[config.mk]
export PLATFORM = sky130hd
export DESIGN_NAME = swc_stopwatch
export DESIGN_NICKNAME = d
export VERILOG_FILES = /design/src/swc_pkg.sv /design/src/swc_key_if.sv /design/src/swc_keys.sv /design/src/swc_stopwatch.sv
export SDC_FILE = /design/constraint.sdc
export NUM_CORES = 1
export LEC_CHECK = 0
export BUFFER_PORTS_ARGS = -buffer_cell sky130_fd_sc_hd__buf_2
export CAP_MARGIN = 20
export CORE_ASPECT_RATIO = 0.5
export CORE_MARGIN = 10
export CORE_UTILIZATION = 55
export CTS_BUF_LIST = sky130_fd_sc_hd__clkbuf_4 sky130_fd_sc_hd__clkbuf_8
export DETAILED_ROUTE_END_ITERATION = 10
export PLACE_DENSITY = 0.86
export SYNTH_ARGS = -nofsm -noshare
export SYNTH_HDL_FRONTEND = slang
export SYNTH_HIERARCHICAL = 1
export SYNTH_SLANG_ARGS = --single-unit
[constraint.sdc]
create_clock -name pclk -period 1.8 [get_ports pclk]
set_input_delay 0.36 -clock pclk [delete_from_list [all_inputs] [get_ports pclk]]
set_output_delay 0.36 -clock pclk [all_outputs]
set_load 0.05 [all_outputs]
[src/swc_pkg.sv]
// Constants of the stopwatch control and its key sampler.
// Assumes a 125 MHz APB clock and a 1,024 Hz sampling/count rate.
package swc_pkg;
   localparam int          ADDR_W      = 18;
   localparam int          CLK_HZ      = 125_000_000;
   localparam int          SAMPLE_HZ   = 1024;
   localparam int          TICK_CYCLES = CLK_HZ / SAMPLE_HZ;
   localparam int          MASK_KEYS   = 6;
   // Register indices; byte address is four times the index
   localparam logic [15:0] IDX_CLK_EN  = 16'hff16;
   localparam logic [15:0] IDX_DIR_CFG = 16'hff48;
   localparam logic [15:0] IDX_KEY_MSK = 16'hff49;
   localparam logic [15:0] IDX_CTL     = 16'hff4a;
   localparam logic [15:0] IDX_CAP_THO = 16'hff4b;
   localparam logic [15:0] IDX_CAP_HUN = 16'hff4c;
   localparam logic [15:0] IDX_CAP_TEN = 16'hff4d;
   localparam logic [15:0] IDX_INT_EN  = 16'hffed;
   localparam logic [15:0] IDX_INT_FLG = 16'hfffd;
   // Field positions
   localparam int          CKE_SWC     = 1;
   localparam int          DIR_EN      = 0;
   localparam int          DIR_SWAP    = 1;
   localparam int          CTL_CLEAR   = 0;
   localparam int          CTL_RUN     = 1;
   localparam int          CTL_RENEW   = 2;
   localparam int          CTL_LCARRY  = 3;
   localparam int          IRQ_TENTHS  = 0;
   localparam int          IRQ_UNIT    = 1;
   localparam int          IRQ_LAP     = 2;
   localparam int          IRQ_RUN     = 3;
   // Reset values and BCD limits
   localparam logic [3:0]  NIB_RST     = 4'h0;
   localparam logic [2:0]  MSK_RST     = 3'h0;
   localparam logic [3:0]  BCD_NINE    = 4'h9;
endpackage : swc_pkg

[src/swc_key_if.sv]
// Strobe, key setup and key events between control and sampler.
// Both sides sit on pclk.
`timescale 1ns/100ps
interface swc_key_if;
   logic       tick;
   logic       direct_enable;
   logic       key_role_swap;
   logic [2:0] key_mask_select;
   logic       run_event;
   logic       lap_event;
   modport ctrl (output tick, direct_enable, key_role_swap, key_mask_select,
                 input  run_event, lap_event);
   modport keys (input  tick, direct_enable, key_role_swap, key_mask_select,
                 output run_event, lap_event);
endinterface : swc_key_if

[src/swc_keys.sv]
// Direct key sampler: sync, strobe sampling, role swap, mask, events.
// Assumes pins are high while pressed and debounced outside.
`timescale 1ns/100ps
module swc_keys (
   input  wire logic                         pclk,        // APB clock
   input  wire logic                         presetn,     // Async reset
   input  wire logic                         key_pin_a,   // First key pin
   input  wire logic                         key_pin_b,   // Second key pin
   input  wire logic [swc_pkg::MASK_KEYS-1:0] mask_keys,  // Mask key pins
   swc_key_if.keys                           kif          // To control
);
   localparam int NPIN = swc_pkg::MASK_KEYS + 2;

   logic [NPIN-1:0] sync1;
   logic [NPIN-1:0] sync2;
   logic            run_prev;
   logic            lap_prev;
   logic            mask_prev;
   logic            blocked;
   logic            run_now;
   logic            lap_now;
   logic            mask_now;
   logic            rise_any;

   function automatic logic [swc_pkg::MASK_KEYS-1:0] mask_decode(
      input logic [2:0] sel);
      case (sel)
         3'h1:    mask_decode = 6'h01;
         3'h2:    mask_decode = 6'h03;
         3'h3:    mask_decode = 6'h07;
         3'h4:    mask_decode = 6'h04;
         3'h5:    mask_decode = 6'h0c;
         3'h6:    mask_decode = 6'h1c;
         3'h7:    mask_decode = 6'h3c;
         default: mask_decode = 6'h00;
      endcase
   endfunction : mask_decode

   always_ff @(posedge pclk or negedge presetn) begin
      if (!presetn) begin
         sync1 <= '0;
         sync2 <= '0;
      end else begin
         sync1 <= {mask_keys, key_pin_b, key_pin_a};
         sync2 <= sync1;
      end
   end

   // pin role select
   assign run_now  = kif.key_role_swap ? sync2[1] : sync2[0];
   assign lap_now  = kif.key_role_swap ? sync2[0] : sync2[1];
   // mask combination
   assign mask_now = |(sync2[NPIN-1:2] & mask_decode(kif.key_mask_select));
   assign rise_any = (run_now & ~run_prev) | (lap_now & ~lap_prev);

   // sample on strobe
   always_ff @(posedge pclk or negedge presetn) begin
      if (!presetn) begin
         run_prev  <= 1'b0;
         lap_prev  <= 1'b0;
         mask_prev <= 1'b0;
      end else if (kif.tick) begin
         run_prev  <= run_now;
         lap_prev  <= lap_now;
         mask_prev <= mask_now;
      end
   end

   // hold off while mask concurrent
   always_ff @(posedge pclk or negedge presetn) begin
      if (!presetn) begin
         blocked <= 1'b0;
      end else if (kif.tick) begin
         if (rise_any && mask_prev) begin
            blocked <= 1'b1;
         end else if (!run_now && !lap_now) begin
            blocked <= 1'b0;
         end
      end
   end

   // rising edge events
   always_ff @(posedge pclk or negedge presetn) begin
      if (!presetn) begin
         kif.run_event <= 1'b0;
         kif.lap_event <= 1'b0;
      end else begin
         kif.run_event <= kif.tick & kif.direct_enable & ~blocked &
                          ~mask_prev & run_now & ~run_prev;
         kif.lap_event <= kif.tick & kif.direct_enable & ~blocked &
                          ~mask_prev & lap_now & ~lap_prev;
      end
   end
endmodule : swc_keys

[src/swc_stopwatch.sv]
// Stopwatch control, capture and interrupt logic behind an APB slave.
// Assumes a free-running pclk; keys and mask keys arrive asynchronously.
//
// Summary of operation
// 10 Hz event on hundredths overflow, 1 Hz on tenths overflow.
// Overflow is digit 9 to 0; sets matching rate flag.
// Rate flags set regardless of mask; each gated by own enable.
// Keys sampled on 1,024 Hz strobe; events on rising sampled level.
// Key run and lap flags set even when masked.
// Software clears port interrupt selects for the two key pins.
// Clock enable bit one runs stopwatch, zero stops; reset zero.
// Direct enable gives keys run/stop and lap control; reset zero.
// Direct enable change applies at next 1,024 Hz strobe.
// Role swap bit exchanges run/stop and lap pins; reset zero.
// Three-bit mask select picks mask key group; reset zero.
// Mask key concurrent with run or lap ignores them until released.
// Clear bit zeros counter; running continues, stopped stays zero.
// Clear leaves captured digits untouched.
// Clear bit is write-only, reads zero, zero write ignored.
// Run bit one starts, zero stops; count kept while stopped.
// Software run writes ignored while direct input enabled.
// Run bit reads true running state; resets zero.
// Four interrupt enables readable, writable, reset zero.
// Four flags read events; one clears, zero no effect.
// Carry request and renewal flags are read-only upper bits.
// On hold entry carry request copies unit rate flag.
// Tenths read after renewal sets renewal flag, keeps hold.
// Thousandths read enters hold latching the counter.
// Hold stays until tenths read; released unless renewed.
// Each request high while flag and enable both one.
// Capture digits read-only, reset zero, ignore writes.
//
// Register access over APB was chosen for this implementation.
`timescale 1ns/100ps
module swc_stopwatch #(
   parameter int TICK_CYCLES = swc_pkg::TICK_CYCLES
) (
   input  wire logic                          pclk,           // APB clock
   input  wire logic                          presetn,        // Async reset
   input  wire logic                          psel,           // Select
   input  wire logic                          penable,        // Access phase
   input  wire logic                          pwrite,         // Write
   input  wire logic [swc_pkg::ADDR_W-1:0]    paddr,          // Byte addr
   input  wire logic [31:0]                   pwdata,         // Write data
   output logic      [31:0]                   prdata,         // Read data
   output logic                               pready,         // Ready
   output logic                               pslverr,        // Error
   input  wire logic                          direct_key_pin_a, // Key A
   input  wire logic                          direct_key_pin_b, // Key B
   input  wire logic [swc_pkg::MASK_KEYS-1:0] mask_key_in,    // Mask keys
   output logic                               irq_key_run,    // Run irq
   output logic                               irq_key_lap,    // Lap irq
   output logic                               irq_unit_rate,  // 1 Hz irq
   output logic                               irq_tenths_rate // 10 Hz irq
);
   localparam int TW = $clog2(TICK_CYCLES);

   swc_key_if kif ();

   logic [TW-1:0] tick_cnt;
   logic          tick;
   logic [3:0]    clk_en;
   logic          direct_input_enable;
   logic          dir_eff;
   logic          key_role_swap;
   logic [2:0]    key_mask_select;
   logic [3:0]    int_enable;
   logic [3:0]    int_flag;
   logic          running;
   logic          run_pend;
   logic          run_pend_val;
   logic [3:0]    cnt_tho;
   logic [3:0]    cnt_hun;
   logic [3:0]    cnt_ten;
   logic [3:0]    thousandths_digit;
   logic [3:0]    hundredths_digit;
   logic [3:0]    tenths_digit;
   logic          holding;
   logic          renew_pend;
   logic          capture_renewed_flag;
   logic          lap_carry_request_flag;
   logic          access;
   logic          wr;
   logic          rd;
   logic          mapped;
   logic          count_en;
   logic          ovf_hun;
   logic          ovf_ten;
   logic          cap_load;
   logic          rd_tho;
   logic          rd_ten;
   logic [3:0]    flag_set;
   logic [3:0]    flag_clr;
   logic [3:0]    rd_mux;

   function automatic logic hit(input logic [swc_pkg::ADDR_W-1:0] a,
                                input logic [15:0] idx);
      hit = (a == {idx, 2'b00});
   endfunction : hit

   function automatic logic [3:0] bcd_inc(input logic [3:0] d);
      bcd_inc = (d == swc_pkg::BCD_NINE) ? 4'h0 : d + 4'h1;
   endfunction : bcd_inc

   swc_keys u_keys (
      .pclk      (pclk),
      .presetn   (presetn),
      .key_pin_a (direct_key_pin_a),
      .key_pin_b (direct_key_pin_b),
      .mask_keys (mask_key_in),
      .kif       (kif)
   );

   assign kif.tick            = tick;
   assign kif.direct_enable   = dir_eff;
   assign kif.key_role_swap   = key_role_swap;
   assign kif.key_mask_select = key_mask_select;

   // Bus decode; the slave never waits
   assign access  = psel & penable;
   assign wr      = access & pwrite;
   assign rd      = access & ~pwrite;
   assign mapped  = hit(paddr, swc_pkg::IDX_CLK_EN)
                  | hit(paddr, swc_pkg::IDX_DIR_CFG)
                  | hit(paddr, swc_pkg::IDX_KEY_MSK)
                  | hit(paddr, swc_pkg::IDX_CTL)
                  | hit(paddr, swc_pkg::IDX_CAP_THO)
                  | hit(paddr, swc_pkg::IDX_CAP_HUN)
                  | hit(paddr, swc_pkg::IDX_CAP_TEN)
                  | hit(paddr, swc_pkg::IDX_INT_EN)
                  | hit(paddr, swc_pkg::IDX_INT_FLG);
   assign pready  = 1'b1;
   assign pslverr = access & ~mapped;
   assign rd_tho  = rd & hit(paddr, swc_pkg::IDX_CAP_THO);
   assign rd_ten  = rd & hit(paddr, swc_pkg::IDX_CAP_TEN);

   // 1,024 Hz strobe, one pclk wide, stands for the falling edge
   always_ff @(posedge pclk or negedge presetn) begin
      if (!presetn) begin
         tick_cnt <= '0;
         tick     <= 1'b0;
      end else begin
         tick     <= (tick_cnt == TW'(TICK_CYCLES - 1));
         tick_cnt <= (tick_cnt == TW'(TICK_CYCLES - 1)) ?
                     '0 : tick_cnt + TW'(1);
      end
   end

   // Configuration registers
   always_ff @(posedge pclk or negedge presetn) begin
      if (!presetn) begin
         clk_en              <= swc_pkg::NIB_RST;
         direct_input_enable <= 1'b0;
         key_role_swap       <= 1'b0;
         key_mask_select     <= swc_pkg::MSK_RST;
         int_enable          <= swc_pkg::NIB_RST;
      end else if (wr) begin
         // clock enable store
         if (hit(paddr, swc_pkg::IDX_CLK_EN))
            clk_en <= pwdata[3:0];
         // direct enable store
         if (hit(paddr, swc_pkg::IDX_DIR_CFG)) begin
            direct_input_enable <= pwdata[swc_pkg::DIR_EN];
            // role swap store
            key_role_swap       <= pwdata[swc_pkg::DIR_SWAP];
         end
         // mask select store
         if (hit(paddr, swc_pkg::IDX_KEY_MSK))
            key_mask_select <= pwdata[2:0];
         // enable store
         if (hit(paddr, swc_pkg::IDX_INT_EN))
            int_enable <= pwdata[3:0];
      end
   end

   // apply direct enable on strobe
   always_ff @(posedge pclk or negedge presetn) begin
      if (!presetn) begin
         dir_eff <= 1'b0;
      end else if (tick) begin
         dir_eff <= direct_input_enable;
      end
   end

   // Run state: software request waits for the strobe, keys toggle
   always_ff @(posedge pclk or negedge presetn) begin
      if (!presetn) begin
         running      <= 1'b0;
         run_pend     <= 1'b0;
         run_pend_val <= 1'b0;
      end else begin
         // software run only when direct off
         if (wr && hit(paddr, swc_pkg::IDX_CTL) && !dir_eff) begin
            // run or stop request
            run_pend     <= 1'b1;
            run_pend_val <= pwdata[swc_pkg::CTL_RUN];
         end else if (tick) begin
            run_pend     <= 1'b0;
         end
         if (kif.run_event) begin
            running <= ~running;
         end else if (tick && run_pend && !dir_eff) begin
            running <= run_pend_val;
         end
      end
   end

   // counting needs clock enable
   assign count_en = tick & running & clk_en[swc_pkg::CKE_SWC];
   // overflow is nine to zero
   assign ovf_hun  = count_en & (cnt_tho == swc_pkg::BCD_NINE)
                              & (cnt_hun == swc_pkg::BCD_NINE);
   assign ovf_ten  = ovf_hun & (cnt_ten == swc_pkg::BCD_NINE);

   // BCD counter
   always_ff @(posedge pclk or negedge presetn) begin
      if (!presetn) begin
         cnt_tho <= swc_pkg::NIB_RST;
         cnt_hun <= swc_pkg::NIB_RST;
         cnt_ten <= swc_pkg::NIB_RST;
      end else if (wr && hit(paddr, swc_pkg::IDX_CTL)
                   && pwdata[swc_pkg::CTL_CLEAR]) begin
         // clear counter only
         cnt_tho <= swc_pkg::NIB_RST;
         cnt_hun <= swc_pkg::NIB_RST;
         cnt_ten <= swc_pkg::NIB_RST;
      end else if (count_en) begin
         cnt_tho <= bcd_inc(cnt_tho);
         if (cnt_tho == swc_pkg::BCD_NINE)
            cnt_hun <= bcd_inc(cnt_hun);
         if (ovf_hun)
            cnt_ten <= bcd_inc(cnt_ten);
      end
   end

   // thousandths read or lap loads buffer
   assign cap_load = kif.lap_event | (rd_tho & ~holding);

   // capture untouched by clear
   always_ff @(posedge pclk or negedge presetn) begin
      if (!presetn) begin
         thousandths_digit <= swc_pkg::NIB_RST;
         hundredths_digit  <= swc_pkg::NIB_RST;
         tenths_digit      <= swc_pkg::NIB_RST;
      end else if (cap_load) begin
         thousandths_digit <= cnt_tho;
         hundredths_digit  <= cnt_hun;
         tenths_digit      <= cnt_ten;
      end
   end

   // Hold, renewal and carry request
   always_ff @(posedge pclk or negedge presetn) begin
      if (!presetn) begin
         holding                <= 1'b0;
         renew_pend             <= 1'b0;
         capture_renewed_flag   <= 1'b0;
         lap_carry_request_flag <= 1'b0;
      end else begin
         // hold until tenths read
         if (cap_load)
            holding <= 1'b1;
         else if (rd_ten && !renew_pend)
            holding <= 1'b0;
         if (kif.lap_event && holding)
            renew_pend <= 1'b1;
         else if (rd_ten)
            renew_pend <= 1'b0;
         // renewal flag on tenths read
         if (rd_ten)
            capture_renewed_flag <= renew_pend;
         // carry request at hold entry
         if (cap_load)
            lap_carry_request_flag <= int_flag[swc_pkg::IRQ_UNIT];
      end
   end

   // rate events R03 unmasked R05 key events
   always_comb begin
      flag_set                      = 4'h0;
      flag_set[swc_pkg::IRQ_TENTHS] = ovf_hun;
      flag_set[swc_pkg::IRQ_UNIT]   = ovf_ten;
      flag_set[swc_pkg::IRQ_LAP]    = kif.lap_event;
      flag_set[swc_pkg::IRQ_RUN]    = kif.run_event;
   end
   assign flag_clr = (wr && hit(paddr, swc_pkg::IDX_INT_FLG)) ?
                     pwdata[3:0] : 4'h0;

   // one clears, set wins
   always_ff @(posedge pclk or negedge presetn) begin
      if (!presetn) begin
         int_flag <= swc_pkg::NIB_RST;
      end else begin
         int_flag <= (int_flag & ~flag_clr) | flag_set;
      end
   end

   // request is flag and enable
   assign irq_tenths_rate = int_flag[swc_pkg::IRQ_TENTHS]
                          & int_enable[swc_pkg::IRQ_TENTHS];
   assign irq_unit_rate   = int_flag[swc_pkg::IRQ_UNIT]
                          & int_enable[swc_pkg::IRQ_UNIT];
   assign irq_key_lap     = int_flag[swc_pkg::IRQ_LAP]
                          & int_enable[swc_pkg::IRQ_LAP];
   assign irq_key_run     = int_flag[swc_pkg::IRQ_RUN]
                          & int_enable[swc_pkg::IRQ_RUN];

   // Read mux
   always_comb begin
      rd_mux = 4'h0;
      if (hit(paddr, swc_pkg::IDX_CLK_EN))
         rd_mux = clk_en;
      if (hit(paddr, swc_pkg::IDX_DIR_CFG))
         rd_mux = {2'b00, key_role_swap, direct_input_enable};
      if (hit(paddr, swc_pkg::IDX_KEY_MSK))
         rd_mux = {1'b0, key_mask_select};
      // clear reads zero R18 true state R21 status bits
      if (hit(paddr, swc_pkg::IDX_CTL))
         rd_mux = {lap_carry_request_flag, capture_renewed_flag,
                   running, 1'b0};
      // capture digits read-only
      if (hit(paddr, swc_pkg::IDX_CAP_THO))
         rd_mux = holding ? thousandths_digit : cnt_tho;
      if (hit(paddr, swc_pkg::IDX_CAP_HUN))
         rd_mux = hundredths_digit;
      if (hit(paddr, swc_pkg::IDX_CAP_TEN))
         rd_mux = tenths_digit;
      if (hit(paddr, swc_pkg::IDX_INT_EN))
         rd_mux = int_enable;
      if (hit(paddr, swc_pkg::IDX_INT_FLG))
         rd_mux = int_flag;
   end

   // Read data captured in the setup cycle
   always_ff @(posedge pclk or negedge presetn) begin
      if (!presetn) begin
         prdata <= 32'h0;
      end else if (psel && !penable && !pwrite) begin
         prdata <= {28'h0, rd_mux};
      end
   end
endmodule : swc_stopwatch

Word level (Yosys, flattened, before mapping)

Index checks and enable logic that the tools add are counted.

Word-level logic and storage cells: 172
Output and inout bits: 38
Input port bits: 63
Bits in registers: 93

Bitwise operators: 47
Reduce and logical (&&, ||, !) cells: 34
$add $sub $neg: 4
Muxes and demuxes: 36
Equal/unequal tests: 20

Operator list:

| operator                                            | number |
|---|---|
| equality test 18 bit, second input constant         | 9 |
| two-way mux 4 bit                                   | 22 |
| case mux 6 bit (7 select lines)                     | 1 |
| bitwise AND 1 bit                                   | 25 |
| adder 17 x 1 -> 17 bit, second input constant       | 1 |
| equality test 17 bit, second input constant         | 1 |
| two-way mux 17 bit                                  | 1 |
| nonzero test 2 bit                                  | 8 |
| AND reduction 2 bit                                 | 7 |
| adder 4 x 1 -> 4 bit, second input constant         | 3 |
| equality test 3 bit, second input constant          | 4 |
| equality test 4 bit, second input constant          | 3 |
| logical AND 1 bit                                   | 12 |
| two-way mux 1 bit                                   | 12 |
| OR 1 bit                                            | 10 |
| inverter 1 bit                                      | 8 |
| bitwise AND 6 bit                                   | 1 |
| equality test 3 x 2 -> 1 bit, second input constant | 2 |
| logical NOT 1 bit                                   | 6 |
| OR reduction 6 bit                                  | 1 |
| bitwise AND 4 bit                                   | 1 |
| inverter 4 bit                                      | 1 |
| OR 4 bit                                            | 1 |
| equality test 3 x 1 -> 1 bit, second input constant | 1 |

Logic depth before layout (Yosys ltp)

Depth after elaboration: 11
Gate-level depth with buffers: 8
Mapped depth without buffers: 6

Modules after synthesis

Netlist, hierarchy kept.

Modules (own cells, without submodules):

| module        | instances | cells each | area an instance (µm²) | sequential area each (µm²) |
|---|---|---|---|---|
| swc_stopwatch | 1         | 384        | 3,956.3                | 1,776.7 |
| swc_keys      | 1         | 49         | 730.7                  | 550.5 |

Least setup slack after synthesis

Ideal clock, no wire load.

Path type: input -> output
Start point: input paddr[0] (netlist bit)
End point: output pslverr
Path buffers: 1
Data required time: 1.440 ns
Stages on the path: 5
Slack: -0.753 ns
Arrival: 2.193 ns
Cells stage by stage: nand4bb_1 clkbuf_1 nor4_2 a211o_1 nor3_1

Word-level cells in the longest chain between the ends: 11
Elaborated cells on any way between the ends: 19
Classes of those cells: eq/ne: 9; bitwise: 10

Ends and longest elaborated chain:

| what                 | RTL line             | text |
|---|---|---|
| start: declaration   | swc_stopwatch.sv:43  | `input wire logic [swc_pkg::ADDR_W-1:0] paddr,` |
| equality test 18 bit | swc_stopwatch.sv:98  | `hit = (a == {idx, 2'b00});` |
| OR 1 bit             | swc_stopwatch.sv:124 | `\| hit(paddr, swc_pkg::IDX_DIR_CFG)` |
| OR 1 bit             | swc_stopwatch.sv:125 | `\| hit(paddr, swc_pkg::IDX_KEY_MSK)` |
| OR 1 bit             | swc_stopwatch.sv:126 | `\| hit(paddr, swc_pkg::IDX_CTL)` |
| OR 1 bit             | swc_stopwatch.sv:127 | `\| hit(paddr, swc_pkg::IDX_CAP_THO)` |
| OR 1 bit             | swc_stopwatch.sv:128 | `\| hit(paddr, swc_pkg::IDX_CAP_HUN)` |
| OR 1 bit             | swc_stopwatch.sv:129 | `\| hit(paddr, swc_pkg::IDX_CAP_TEN)` |
| OR 1 bit             | swc_stopwatch.sv:130 | `\| hit(paddr, swc_pkg::IDX_INT_EN)` |
| OR 1 bit *           | swc_stopwatch.sv:131 | `\| hit(paddr, swc_pkg::IDX_INT_FLG);` |
| inverter 1 bit *     | swc_stopwatch.sv:133 | `assign pslverr = access & ~mapped;` |
| bitwise AND 1 bit *  | swc_stopwatch.sv:133 |  |
| end: declaration     | swc_stopwatch.sv:47  | `output logic pslverr,` |

Every way passes the cells marked *; elsewhere a longest branch is shown, timed or not.

Worst setup path after layout

Start point: input paddr[9] (netlist bit)
End point: output pslverr

The elaborated chain is that of the path after synthesis.

==> flow_summary.yaml <==
global_route:
  grt-ovfl-total: 0
  grt_pass1_vias: 3848
  track_usage: 0.1853
  grt_pass1_wl_mm: 19.11
  grt_max_degree: 37
  antenna_found_initial: 1
clock_tree:
  clock_sinks: 93
  cts_tree: "done"
  cts_buffers: 9
  clock_latency_ps: 390
  clockBufferDepth: 2
  cts_root_buf: "clkbuf_8"
  htree_levels: 3
  clkTransAtPathRegs_ps: 80
setup_path:
  ff2ff_path_depth: 5
  crit_start: "paddr[9]"
  critPathArrivalTime_ps: 1650
  critPathCaptureType: "output port"
  cp.required_ps: 1440
  regToRegEndpoint: "cnt_ten[3]"
  endpoint: "pslverr"
  timing.rr.start: "cnt_hun[2]"
  reg2reg_slack_ps: 100
  critPathLaunchType: "input port"
  cp_max_fo: 3
  worstSetupPathType: "input port to output port"
logic_synthesis:
  synthCells: 433
  ys_warn_count: 6
  syn-cell-area_um2: 4687
  yosysTopAreaCell: "dfrtp_1"
  yosys.cell_types.count: 67
  synth_seq_cells: 93
  synth_edf_count: 0
  ys.flop_type: "dfrtp_1"
  yosysTopAreaCellShare: 0.4965
  synth.avg_cell_area_um2: 10.82
  yosys-top-cells-area: "dfrtp_1, buf_4, mux2_2"
  synth_seq_area_share: 0.4965
  async_flop_share: 1.000
worst_hold_path:
  hold_path.class: "input port to register"
cells_and_area:
  final_area_um2: 5833
  largest_reg_flops: 17
  fill_cells: 547
  drive_above_1_share: 0.3339
  area_delta_synth_final_pct: 24.45
  mostFrequentLayoutCells: "dfrtp_1, buf_4, nor2_1, buf_2, conb_1"
  nNetsFinal: 606
  top_register: "tick_cnt"
  final_common_cell: "dfrtp_1"
  utilization: 0.7162
  largest_registers: "tick_cnt (17), u_keys/sync1 (8), u_keys/sync2 (8)"
detailed_routing:
  wl_per_cell_um: 20.13
  drt-initial-drc-count: 445
  drt-pass1-iter-count: 6
  via_count: 3971
  viasPerCell: 6.035
  wl_mm: 13.24
  route.detailed.drc: 0
  ant_nets: 0
sta:
  fin_skew_ps: 21.25
  holdWs_ps: 82.20
  fin_ws_ps: -214.5
  rsz0062_at_grt: "yes"
  hold_viol: 0
  slew_viol_final: 0
  period_needed_ps: 2015
  clock.fmax_mhz: 496.4
  post-route-period-util: 1.119
  final-setup-viol-count: 18
floorplan:
  die_width_um: 150.6
  dieArea_um2: 12840
  ios: 101
  rows: 23
  start_util: 0.5755
  coreArea_um2: 8144
  die_h_um: 85.28
power_and_ir_drop:
  finalPower_uw: 3971
  p_leak_uw: 0.002765
  pwr_density_cell_nw_per_um2: 680.8
  ir_worst_vdd_v: 0.0005435
placed_design:
  place_ws_ps: -307.8
  place_hpwl_mm: 7.823
  placement.cell_area_um2: 5354
  portBuffers: 43
  place.gp.congestion: 0.9460
status:
  status: "complete, but fails checks"
  violations: "negative setup slack"
run:
  maxCapViolations: 0
-- power by group --
group	total (uW)	internal [uW]	switching (uW)
sequential	2120	2110	10.9
combinational	435	119	316
clock	1410	655	758
total	3970	2890	1080
-- cells by family (layout without fill, tap and decap cells) --
group,count (synthesis),after routing,share of synthesized area
adders and majority gates,2,2,0.005338
AOI/OAI and AO/OA,50,50,0.07315
and+or+nand+nor,166,166,0.2007
muxes,45,45,0.1135
other,2,30,0.001602
xor gates and xnor gates,21,21,0.03924
buffers and inverters,54,139,0.06994
DFF,93,93,0.4965
-- critical path: stages --
cell     delay, ps
buf_2          140
nor4b_4        410
buf_4          200
nand3_4        110
nor2_4         200
nor3_4          60
buf_6          160
-- layer usage --
layer	vias to the layer above	share of wire	wire length, um	global-route usage
li1	1698	-	-	-
met1	1863	0.40	5294	0.2359
met2	310	0.43	5711	0.2859
met3	100	0.10	1390	0.05456
met4	0	0.064	848	0.08421
met5	-	0	0	0
-- repair_timing --
action	in CTS	in global routing
resized for setup	15	17
hold buffers	1	0
endpoints found under the hold margin	32	0
buffers inserted	13	3
endpoints found under the setup margin	1	17
pin swaps	12	9
-- synth_stat cells (11+ instances only) --
cell,count
nand3_1,15
dfrtp_1,93
xor2_1,12
nand2_1,20
buf_4,29
clkbuf_1,12
nand4_1,12
mux2_4,11
nor2_1,48
a21oi_1,11
mux2i_1,13
mux2_2,17
-- stage by stage --
step,std cells,setup TNS [ps]
after floorplan,460,-775.8
after global placement,625,-6762
after detailed placement,625,-8223
after CTS,654,-42.64
after global routing,658,-1457
final,658,-845.2
-- worst min path at each step --
stage                          startpoint                   end  cells past startpoint
final                      mask_key_in[5]       u_keys/sync1[7]                      1
after global routing       mask_key_in[0]       u_keys/sync1[2]                      1
after CTS                  mask_key_in[5]       u_keys/sync1[7]                      1
after detailed placement  u_keys/sync1[0]       u_keys/sync2[0]                      0
after global placement            presetn       u_keys/sync2[1]                      1
after floorplan                   presetn  capture_renewed_flag                      0
-- final cells by class --
cell class,instances,area (um^2),share of cell area
diodes,1,2.502,0.0004290
clock buffers,10,131.4,0.02252
clock inverters,5,60.06,0.01030
inverters,8,30.03,0.005148
multi-input cells,313,2272,0.3895
flip-flops and latches,93,2327,0.3990
well taps,112,140.1,0.02402
repair buffers,116,869.6,0.1491
No activity file was read; power rests on OpenSTA's default activity.
